===== src/core/rcalp_pkg.sv =====
package rcalp_pkg;

   ////////////////////////////////////////////////////////////////////////////
   // Register byte addresses on the bus.
   localparam logic [11:0] RCALP_ADDR_RESET_CAUSE = 12'hFF0;
   localparam logic [11:0] RCALP_ADDR_OSC_CTRL = 12'hF84;
   localparam logic [11:0] RCALP_ADDR_PERIPH_DIS = 12'hF88;
   localparam logic [11:0] RCALP_ADDR_MODE_STAT = 12'hF8C;

   ////////////////////////////////////////////////////////////////////////////
   // Reset-cause flag field: bits 7 down to 4 of the status byte.
   localparam int RCALP_FLAGS_LSB = 4;
   localparam logic [3:0] RCALP_FLAGS_POR = 4'h8;
   localparam logic [3:0] RCALP_FLAGS_EXT = 4'h1;
   localparam logic [3:0] RCALP_FLAGS_PIN_SMR = 4'h4;
   localparam logic [3:0] RCALP_RESERVED_VAL = 4'h0;

   ////////////////////////////////////////////////////////////////////////////
   // Values after reset.
   localparam logic [3:0] RCALP_OSC_RST = 4'h0;
   localparam logic [7:0] RCALP_PERIPH_DIS_RST = 8'h00;
   localparam logic [31:0] RCALP_RDATA_RST = 32'h0000_0000;
   localparam logic [2:0] RCALP_SYNC_RST = 3'h7;

   ////////////////////////////////////////////////////////////////////////////
   // Stop-mode recovery hold counts in oscillator cycles.
   localparam logic [12:0] RCALP_SMR_SHORT_CYC = 13'h0042;
   localparam logic [12:0] RCALP_SMR_LONG_CYC = 13'h1388;
   localparam logic [12:0] RCALP_CNT_ONE = 13'h0001;
   localparam logic [12:0] RCALP_CNT_ZERO = 13'h0000;

   ////////////////////////////////////////////////////////////////////////////
   // Types.
   typedef enum logic [1:0] {
      RCALP_RUN = 2'b00,
      RCALP_HALT = 2'b01,
      RCALP_STOP = 2'b10,
      RCALP_RECOVER = 2'b11
   } rcalp_mode_t;

   typedef struct packed {
      logic por;
      logic stop;
      logic wdt;
      logic external_reset_flag;
   } rcalp_flags_t;

   typedef struct packed {
      logic xtal_en;
      logic clk_sel_xtal;
      logic wdt_osc_en;
      logic wdt_en;
   } rcalp_osc_t;

   typedef struct packed {
      logic cpu_clk_en;
      logic sys_clk_en;
      logic ipo_en;
      logic xtal_en;
      logic xtal_pins_en;
      logic clk_sel_xtal;
      logic wdt_osc_en;
      logic wdt_run_en;
      logic bod_en;
      logic [7:0] periph_en;
   } rcalp_pwr_t;

endpackage


===== src/core/rcalp_top.sv =====
`timescale 1ns/1ps
module rcalp_top #(
   parameter logic [12:0] SMR_LONG_CYC = rcalp_pkg::RCALP_SMR_LONG_CYC
) (
   // Clock and reset.
   input wire logic clk,
   input wire logic resetn,
   // Avalon-MM register slave.
   input wire logic [11:0] avs_address,
   input wire logic avs_read,
   input wire logic avs_write,
   input wire logic [31:0] avs_writedata,
   input wire logic [3:0] avs_byteenable,
   output logic [31:0] avs_readdata,
   output logic avs_waitrequest,
   // Watchdog control write port.
   output logic wdt_ctrl_wr,
   output logic [7:0] wdt_ctrl_data,
   // CPU and event sources on the system clock.
   input wire logic stop_instr,
   input wire logic halt_instr,
   input wire logic irq_pending,
   input wire logic wdt_timeout,
   input wire logic wdt_reset_mode,
   input wire logic bod_reset,
   input wire logic debug_reset_req,
   input wire logic debug_pin_break,
   input wire logic smr_pin_change,
   input wire logic bod_stop_option,
   // External reset pin.
   input wire logic ext_reset_pin_n,
   // Power and reset controls.
   output rcalp_pkg::rcalp_pwr_t pwr,
   output logic cpu_reset_hold,
   output logic sys_reset_out,
   output rcalp_pkg::rcalp_mode_t mode
);
   import rcalp_pkg::*;

   rcalp_mode_t state_r;
   rcalp_mode_t state_nxt;
   rcalp_flags_t flags_r;
   rcalp_flags_t flags_nxt;
   rcalp_osc_t osc_r;
   rcalp_osc_t osc_nxt;
   rcalp_pwr_t pwr_r;
   rcalp_pwr_t pwr_nxt;
   logic [7:0] periph_dis_r;
   logic [12:0] cnt_r;
   logic [12:0] cnt_nxt;
   logic [31:0] readdata_r;
   logic [31:0] rd_mux;
   logic wait_r;
   logic wdt_wr_r;
   logic [7:0] wdt_data_r;
   logic hold_r;
   logic sysrst_r;
   logic [2:0] sync_r;
   logic ext_low_r;
   logic ext_assert;
   logic req;
   logic accept;
   logic sel_cause;
   logic sel_osc;
   logic sel_periph;
   logic sel_mode;
   logic [3:0] clr_mask;
   logic in_stop;
   logic hi_evt;
   logic smr_evt;
   logic rst_evt;

   ////////////////////////////////////////////////////////////////////////////
   // Bus decode and handshake: one wait cycle, then the answer.
   assign req = avs_read | avs_write;
   assign accept = req & ~wait_r;
   assign sel_cause = avs_address == RCALP_ADDR_RESET_CAUSE;
   assign sel_osc = avs_address == RCALP_ADDR_OSC_CTRL;
   assign sel_periph = avs_address == RCALP_ADDR_PERIPH_DIS;
   assign sel_mode = avs_address == RCALP_ADDR_MODE_STAT;

   always_comb
   begin
      rd_mux = RCALP_RDATA_RST;
      if (sel_cause)
      begin
         rd_mux[7:0] = {flags_r, RCALP_RESERVED_VAL};
      end
      else if (sel_osc)
      begin
         rd_mux[3:0] = osc_r;
      end
      else if (sel_periph)
      begin
         rd_mux[7:0] = periph_dis_r;
      end
      else if (sel_mode)
      begin
         rd_mux[1:0] = state_r;
      end
   end

   always_ff @(posedge clk or negedge resetn)
   begin
      if (!resetn)
      begin
         wait_r <= 1'b1;
      end
      else
      begin
         wait_r <= ~(req & wait_r);
      end
   end

   always_ff @(posedge clk or negedge resetn)
   begin
      if (!resetn)
      begin
         readdata_r <= RCALP_RDATA_RST;
      end
      else if (req & wait_r)
      begin
         readdata_r <= avs_read ? rd_mux : RCALP_RDATA_RST;
      end
   end

   // Only bits actually delivered are cleared, so a later set survives.
   assign clr_mask = (accept & avs_read & sel_cause) ? readdata_r[7:4] : RCALP_RESERVED_VAL;

   always_ff @(posedge clk or negedge resetn)
   begin
      if (!resetn)
      begin
         wdt_wr_r <= 1'b0;
         wdt_data_r <= 8'h00;
      end
      else
      begin
         wdt_wr_r <= accept & avs_write & sel_cause & avs_byteenable[0];
         if (accept & avs_write & sel_cause & avs_byteenable[0])
         begin
            wdt_data_r <= avs_writedata[7:0];
         end
      end
   end

   ////////////////////////////////////////////////////////////////////////////
   // External reset pin synchroniser; a level counts once stages two and three agree.
   always_ff @(posedge clk or negedge resetn)
   begin
      if (!resetn)
      begin
         sync_r <= RCALP_SYNC_RST;
         ext_low_r <= 1'b0;
      end
      else
      begin
         sync_r <= {sync_r[1:0], ext_reset_pin_n};
         if (sync_r[1] == sync_r[2])
         begin
            ext_low_r <= ~sync_r[2];
         end
      end
   end

   assign ext_assert = (sync_r[1] == sync_r[2]) & ~sync_r[2] & ~ext_low_r;

   ////////////////////////////////////////////////////////////////////////////
   // Event classification.
   assign in_stop = state_r == RCALP_STOP;
   assign hi_evt = debug_reset_req | bod_reset | ext_assert | (debug_pin_break & in_stop);
   assign smr_evt = in_stop & (wdt_timeout | smr_pin_change);
   assign rst_evt = hi_evt | ext_low_r | (wdt_timeout & wdt_reset_mode & ~in_stop);

   ////////////////////////////////////////////////////////////////////////////
   // Reset-cause flags; a new event wins over a read clear in the same cycle.
   always_comb
   begin
      flags_nxt = flags_r & ~clr_mask;
      if (debug_reset_req | bod_reset | (debug_pin_break & in_stop))
      begin
         flags_nxt = RCALP_FLAGS_POR;
      end
      else if (ext_assert)
      begin
         flags_nxt = RCALP_FLAGS_EXT;
      end
      else if (wdt_timeout & in_stop)
      begin
         flags_nxt.por = 1'b0;
         flags_nxt.stop = 1'b1;
         flags_nxt.wdt = 1'b1;
      end
      else if (wdt_timeout)
      begin
         flags_nxt.por = 1'b0;
         flags_nxt.stop = 1'b0;
         flags_nxt.wdt = 1'b1;
      end
      else if (smr_pin_change & in_stop)
      begin
         flags_nxt = RCALP_FLAGS_PIN_SMR;
      end
   end

   always_ff @(posedge clk or negedge resetn)
   begin
      if (!resetn)
      begin
         flags_r <= RCALP_FLAGS_POR;
      end
      else
      begin
         flags_r <= flags_nxt;
      end
   end

   ////////////////////////////////////////////////////////////////////////////
   // Oscillator control and peripheral disable registers.
   always_comb
   begin
      osc_nxt = osc_r;
      if (accept & avs_write & sel_osc & avs_byteenable[0])
      begin
         osc_nxt = avs_writedata[3:0];
      end
      if (smr_evt & ~hi_evt)
      begin
         osc_nxt.clk_sel_xtal = 1'b0;
      end
   end

   always_ff @(posedge clk or negedge resetn)
   begin
      if (!resetn)
      begin
         osc_r <= RCALP_OSC_RST;
         periph_dis_r <= RCALP_PERIPH_DIS_RST;
      end
      else
      begin
         osc_r <= osc_nxt;
         if (accept & avs_write & sel_periph & avs_byteenable[0])
         begin
            periph_dis_r <= avs_writedata[7:0];
         end
      end
   end

   ////////////////////////////////////////////////////////////////////////////
   // Power mode state machine.
   always_comb
   begin
      state_nxt = state_r;
      cnt_nxt = cnt_r;
      case (state_r)
         RCALP_RUN:
         begin
            if (stop_instr & ~rst_evt)
            begin
               state_nxt = RCALP_STOP;
            end
            else if (halt_instr & ~rst_evt)
            begin
               state_nxt = RCALP_HALT;
            end
         end
         RCALP_HALT:
         begin
            if (irq_pending | wdt_timeout | rst_evt)
            begin
               state_nxt = RCALP_RUN;
            end
         end
         RCALP_STOP:
         begin
            if (hi_evt)
            begin
               state_nxt = RCALP_RUN;
            end
            else if (smr_evt)
            begin
               state_nxt = RCALP_RECOVER;
               cnt_nxt = (osc_r.xtal_en ? SMR_LONG_CYC : RCALP_SMR_SHORT_CYC) - RCALP_CNT_ONE;
            end
         end
         RCALP_RECOVER:
         begin
            if (hi_evt | (cnt_r == RCALP_CNT_ZERO))
            begin
               state_nxt = RCALP_RUN;
            end
            else
            begin
               cnt_nxt = cnt_r - RCALP_CNT_ONE;
            end
         end
         default:
         begin
            state_nxt = RCALP_RUN;
         end
      endcase
   end

   always_ff @(posedge clk or negedge resetn)
   begin
      if (!resetn)
      begin
         state_r <= RCALP_RUN;
         cnt_r <= RCALP_CNT_ZERO;
      end
      else
      begin
         state_r <= state_nxt;
         cnt_r <= cnt_nxt;
      end
   end

   ////////////////////////////////////////////////////////////////////////////
   // Clock, oscillator and peripheral enables for the coming state.
   always_comb
   begin
      pwr_nxt.cpu_clk_en = state_nxt == RCALP_RUN;
      pwr_nxt.sys_clk_en = 1'b1;
      pwr_nxt.ipo_en = 1'b1;
      pwr_nxt.xtal_en = osc_nxt.xtal_en;
      pwr_nxt.xtal_pins_en = osc_nxt.xtal_en;
      pwr_nxt.clk_sel_xtal = osc_nxt.clk_sel_xtal;
      pwr_nxt.wdt_osc_en = osc_nxt.wdt_osc_en;
      pwr_nxt.wdt_run_en = osc_nxt.wdt_en;
      pwr_nxt.bod_en = 1'b1;
      pwr_nxt.periph_en = ~periph_dis_r;
      if (accept & avs_write & sel_periph & avs_byteenable[0])
      begin
         pwr_nxt.periph_en = ~avs_writedata[7:0];
      end
      if (state_nxt == RCALP_STOP)
      begin
         pwr_nxt.sys_clk_en = 1'b0;
         pwr_nxt.ipo_en = 1'b0;
         pwr_nxt.xtal_en = 1'b0;
         pwr_nxt.xtal_pins_en = 1'b0;
         pwr_nxt.clk_sel_xtal = 1'b0;
         pwr_nxt.bod_en = bod_stop_option;
         pwr_nxt.periph_en = 8'h00;
      end
   end

   always_ff @(posedge clk or negedge resetn)
   begin
      if (!resetn)
      begin
         pwr_r <= '0;
         hold_r <= 1'b0;
         sysrst_r <= 1'b0;
      end
      else
      begin
         pwr_r <= pwr_nxt;
         hold_r <= state_nxt == RCALP_RECOVER;
         sysrst_r <= rst_evt;
      end
   end

   assign avs_readdata = readdata_r;
   assign avs_waitrequest = wait_r;
   assign wdt_ctrl_wr = wdt_wr_r;
   assign wdt_ctrl_data = wdt_data_r;
   assign pwr = pwr_r;
   assign cpu_reset_hold = hold_r;
   assign sys_reset_out = sysrst_r;
   assign mode = state_r;

   logic [12:0] hold_len_r;
   logic hold_xtal_r;

   always_ff @(posedge clk or negedge resetn)
   begin
      if (!resetn)
      begin
         hold_len_r <= RCALP_CNT_ZERO;
         hold_xtal_r <= 1'b0;
      end
      else
      begin
         hold_len_r <= hold_r ? hold_len_r + RCALP_CNT_ONE : RCALP_CNT_ZERO;
         if (!hold_r)
         begin
            hold_xtal_r <= osc_r.xtal_en;
         end
      end
   end
endmodule // rcalp_top


===== config.mk =====
export PLATFORM = sky130hd
export DESIGN_NAME = rcalp_top
export DESIGN_NICKNAME = d
export VERILOG_FILES = /design/src/core/rcalp_pkg.sv /design/src/core/rcalp_top.sv
export SDC_FILE = /design/constraint.sdc
export NUM_CORES = 1
export LEC_CHECK = 0
export ABC_AREA = 1
export BUFFER_PORTS_ARGS = -buffer_cell sky130_fd_sc_hd__buf_2
export CAP_MARGIN = 40
export CORE_MARGIN = 2
export CORE_UTILIZATION = 45
export CTS_CLUSTER_DIAMETER = 60
export DETAILED_ROUTE_END_ITERATION = 10
export PLACE_DENSITY = 0.73
export SYNTH_ARGS = -nofsm -noshare
export SYNTH_HDL_FRONTEND = slang
export SYNTH_SLANG_ARGS = --single-unit

===== constraint.sdc =====
create_clock -name clk -period 1.91 [get_ports clk]
set_clock_uncertainty 0.05 [all_clocks]
set_input_delay 0.191 -clock clk [delete_from_list [all_inputs] [get_ports clk]]
set_output_delay 0.191 -clock clk [all_outputs]
set_load 0.02 [all_outputs]

## Word level (Yosys, flattened, before mapping)

Cells that the tools add are included.

- Register bits after elaboration: 94
- Output and inout bits: 63
- Logic and storage cells: 123

- Add/subtract/negate cells: 2
- Equal/unequal tests: 13
- Mux-type cells: 32
- Bitwise gates (word level): 44
- Reductions and logical operators: 5

Operators by type and width:

| kind | number |
|---|---|
| 13-bit 2-to-1 mux | 4 |
| 12-bit == test, second input constant | 4 |
| 4-bit 2-to-1 mux | 7 |
| 13-bit case mux with 2 select lines | 1 |
| 13-bit by 1-bit subtractor with 13-bit output, second input constant | 2 |
| 8-bit 2-to-1 mux | 3 |
| 1-bit bitwise AND | 22 |
| 2-bit 2-to-1 mux | 8 |
| 8-bit NOT | 2 |
| 13-bit logical NOT | 1 |
| 1-bit OR | 11 |
| 9-bit 2-to-1 mux | 1 |
| 2-bit == test, second input constant | 4 |
| 2-bit case mux with 4 select lines | 1 |
| 1-bit NOT | 7 |
| 3-bit 2-to-1 mux | 2 |
| 6-bit 2-to-1 mux | 1 |
| 5-bit 2-to-1 mux | 1 |
| 4-bit bitwise AND | 1 |
| 2-bit logical NOT | 2 |
| 2-bit inequality test, second input constant | 2 |
| 4-bit NOT | 1 |
| 4-bit AND reduction | 1 |
| 1-bit 2-to-1 mux | 3 |
| 4 further kinds | 4 |

## Longest topological paths before layout

- Depth after elaboration: 14
- Gate-level depth with buffers: 13

## Worst setup path before layout

No wires, ideal clock.

- Path kind: register to register
- Start point: register state_r[0] (netlist: mode[0])
- End point: register cnt_r[10]
- Arrival: 1.725 ns
- Path slack: 0.019 ns
- Stages on the path, launching flop included: 14
- Path buffers: 1
- Clock period less this slack: 1.891 ns
- Path through: dfrtp_1 nand2_1 buf_6 nand2_4 nand2_2 inv_1 ha_1 nand2_1 nor2_2 nand2_1 nor2_1 nand2_1 nand2_1 nand2_1

- Cells in the longest elaborated chain, start to end: 6
- Elaborated cells between the ends (all ways): 12

RTL lines:

| element | line | text |
|---|---|---|
| start: declaration | rcalp_top.sv:40 | `rcalp_mode_t state_r;` |
| start signal: assignment | rcalp_top.sv:314 | `state_r <= state_nxt;` |
| 2-bit == test | rcalp_top.sv:170, rcalp_top.sv:256 |  |
| 1-bit bitwise AND | rcalp_top.sv:171 | `assign hi_evt = debug_reset_req \| bod_reset \| ext_assert \| (debug_pin_break & in_stop);` |
| 1-bit OR | rcalp_top.sv:171 |  |
| 1-bit OR | rcalp_top.sv:289 | `if (hi_evt \| (cnt_r == RCALP_CNT_ZERO))` |
| 2-bit inequality test (no source line) | n/a |  |
| 4-bit AND reduction (no source line) | n/a |  |
| end signal: assignment | rcalp_top.sv:315 | `cnt_r <= cnt_nxt;` |
| end: declaration | rcalp_top.sv:49 | `logic [12:0] cnt_r;` |

Several ways; a longest one is shown, not always the timed one.
A chain may end at the register's enable or synchronous reset.

==> flow_summary_export.csv <==
group,metric,value,unit
outcome,outcome,"complete, no violations",
critical_path,r2r_slack,0.05,ns
floorplanning,dieWidth,93.3,um
detailed_routing,avgRoutedWirePerCell,12.6,um
synth,synth.top_cell.area_share,43.9,%
hold_path,worst_hold_path_type,"in2reg",
clocking,cts_tree,"done",
detailed_routing,route.detailed.drc,0,
critical_path,reg2reg_depth,11,
critical_path,path_delay_family,"simple AND/OR/NAND/NOR gates",
critical_path,path_class,"reg2reg",
detailed_routing,num_vias,3127,
floorplanning,die_area,8710,sq um
sta,layout_worst_path_cycle_share,97.4,%
synth,synth.distinct_cells,29,
critical_path,crit_path_end_kind,"register",
placement,gp_congestion,0.854,
critical_path,cp.required,2.10,ns
grt,grt.total_usage,19.2,%
sta,period_minus_slack,1.86,ns
run,cap_violations,0,
clocking,cts_sinks,68,
floorplanning,ioPinCount,126,
layout,fin_cells,648,
critical_path,critical_path.max_fanout,6,
sta,rsz0062_at_grt,"true",
detailed_routing,routed_wl,8190,um
synth,ys_seq_elements,68,
detailed_routing,drt-met1-wl,3490,um
sta,report.final.slew_viol_count,0,
layout,drive_gt1_share,29.5,%
detailed_routing,final_antenna_net_count,0,
grt,antenna_found_initial,0,
clocking,clock_path_buffers,2,
clocking,cts_root_buf,"clkbuf_8",
hold_path,min_from,"debug_reset_req",
critical_path,slowest_stage,"dfstp_2",
clocking,clk_pin_slew,0.08,ns
synth,ys_seq_area_share,47.5,%
detailed_routing,wl_met2,4120,um
layout,antenna_cells,0,
grt,grt_pass1_vias,2928,
detailed_routing,drt-initial-drc-count,134,
critical_path,path_buf_inv,2,
sta,timing.fmax,537,MHz
grt,grt-ovfl-total,0,
placement,post-dp-hpwl,6040,um
sta,hold_viol,0,
clocking,clock_latency,0.35,ns
detailed_routing,topRoutingLayerUsed,"met4",
sta,fin_setup_tns,0,ns
critical_path,reg2reg_from,"sync_r[2]",
synth,ys_warn_count,0,
pwr,power_density,987,nW/um^2
grt,grt_pass1_wl,13200,um
critical_path,reg2reg_to,"pwr[4]",
grt,grt_max_degree,25,
detailed_routing,wl_met3,342,um
floorplanning,core,7730,sq um
sta,tightest_slew,0.604,ns
placement,io_buffers,74,
pwr,peakVddDrop,0.000522,V
sta,slew_headroom,59.7,%
sta,setup_viol,0,
floorplanning,fp.dieH,93.3,um
clocking,numCtsBuffers,9,
sta,whs,0.0436,ns
critical_path,path_cells,"inv_2 -> ha_4 -> nand2_4 -> nand2_2 -> nor2_4 -> nand3_1 -> nand2_1 -> nand2_2 -> nor2_4 -> clkbuf_16 -> nor2_2",
hold_path,hold_path_depth,3,
synth,synth_area_per_cell,7.93,sq um
floorplanning,start_util,46.5,%
critical_path,worst_ep_arrival_time,2.05,ns
synth,synthCells,453,
critical_path,critPathLaunchType,"register",
pwr,leakagePower,0.00236,uW
placement,place_inst,625,
detailed_routing,viasPerCell,4.83,
synth,synth_top_area_cell,"dfrtp_1",
detailed_routing,first_pass_iters,4,
critical_path,critical_path.max_stage_delay,0.54,ns
synth,syn_area,3590,sq um
clocking,htreeDepth,3,
layout,layout.nets,606,
layout,syn_to_final_growth,21.9,%
hold_path,min_to,"flags_r[3]",
synth,ys_top_cells_by_area,"dfrtp_1 (44%), nand2_1 (12%), buf_4 (6.3%)",
floorplanning,std_cell_rows,32,
==> stage by stage <==
| step | setup slack (ns) | power [uW] | utilization, % | instance area (sq um) |
|---|---|---|---|---|
| after floorplan | 0.0185 | 2620 | - | 3680 |
| after global placement | 0.0713 | 2940 | 52.1 | 4020 |
| after detailed placement | 0.00519 | 2970 | 52.1 | 4020 |
| after CTS | 0.0204 | 4190 | 55.1 | 4260 |
| after global routing | -0.0759 | 4540 | 56.7 | 4380 |
| final | 0.0489 | 4320 | 56.7 | 4380 |
==> where the power goes <==
part	total (uW)	switching [uW]	internal [uW]
combinational	1300	823	477
sequential	1820	135	1680
clock	1200	590	614
total	4320	1550	2780
==> layer usage <==
layer / vias up / global-route usage, %
met5: - / 0
met4: 0 / 10.3
met3: 16 / 1.85
met2: 98 / 32.1
met1: 1463 / 24.4
li1: 1550 / -
==> sequential cells by signal, summed over array words and instances (netlist names), 3 cells and up <==
register / flops
flags_r: 4
periph_dis_r: 8
wdt_ctrl_data: 8
cnt_r: 13
pwr: 15
avs_readdata: 8
sync_r: 3
==> cell families after synthesis <==
family,count (synthesis),synth area share (%)
simple gates,240,30.6
buf+inv,94,13.7
flops,68,47.5
compound gates,44,6.37
xor+xnor,4,0.975
fa+ha+maj,2,0.697
other cells,1,0.104
==> placed cells by master, fill, tap and decap left out, drive strengths merged, types with 2 or more instances in the layout <==
master and n:
a21oi 11, buf 87, clkbuf 11, clkinv 3, conb 24, dfrtp 63, dfstp 5, dlygate4sd3 3
ha 2, inv 58, nand2 124, nand3 47, nand4 10, nor2 56, o21a 2, o21ai 31
xor2 3
==> synth_stat cells <==
library cell	instances
and3b_1	1
nor2_1	41
buf_4	30
a21oi_1	11
nor2_4	4
conb_1	1
inv_1	52
and2_0	1
o21a_1	2
nand3_2	3
nand4_1	10
xor2_1	3
dfrtp_1	63
o21ai_0	28
dfstp_2	5
buf_6	3
clkbuf_1	1
nand2_4	1
o21ai_1	2
nand2_2	10
nor2_2	11
buf_2	3
ha_1	2
xnor2_1	1
nand3_1	44
inv_2	5
o21ai_2	1
and3_1	1
nand2_1	113
==> cell type report <==
type / count / area, sq um
Sequential cell: 68 / 1710
Clock inverter: 6 / 72.6
Tap cell: 102 / 128
Fill cell: 699 / 3350
Inverter: 57 / 214
Multi-Input combinational cell: 314 / 1550
Timing Repair Buffer: 91 / 581
Clock buffer: 10 / 128
==> worst min-delay path, delay by kind of cell <==
| kind | cells | cell delay, ns |
|---|---|---|
| simple gates | 2 | 0.14 |
| buf+inv | 1 | 0.08 |
==> worst max-delay path by stage <==
stage,cells after the start,from,to,slack [ns]
2_1_floorplan,13,mode[0],cnt_r[10],0.02
3_3_place_gp,11,sync_r[1],pwr[13],0.07
3_5_place_dp,11,mode[1],cnt_r[10],0.005
4_1_cts,12,mode[1],cnt_r[10],0.02
5_1_grt,12,sync_r[2],pwr[7],-0.08
6_report,11,sync_r[2],pwr[4],0.05
==> what timing repair did <==
| item | 4_1_cts | 5_1_grt |
|---|---|---|
| endpoints found under the setup margin | 1 | 16 |
| endpoints found under the hold margin | 21 | 0 |
| pin swaps | 0 | 6 |
| setup buffers | 0 | 3 |
| gates resized for setup | 2 | 23 |
| hold buffers | 3 | 0 |
| gates cloned | 0 | 1 |
No activity file was read; power rests on OpenSTA's default activity.
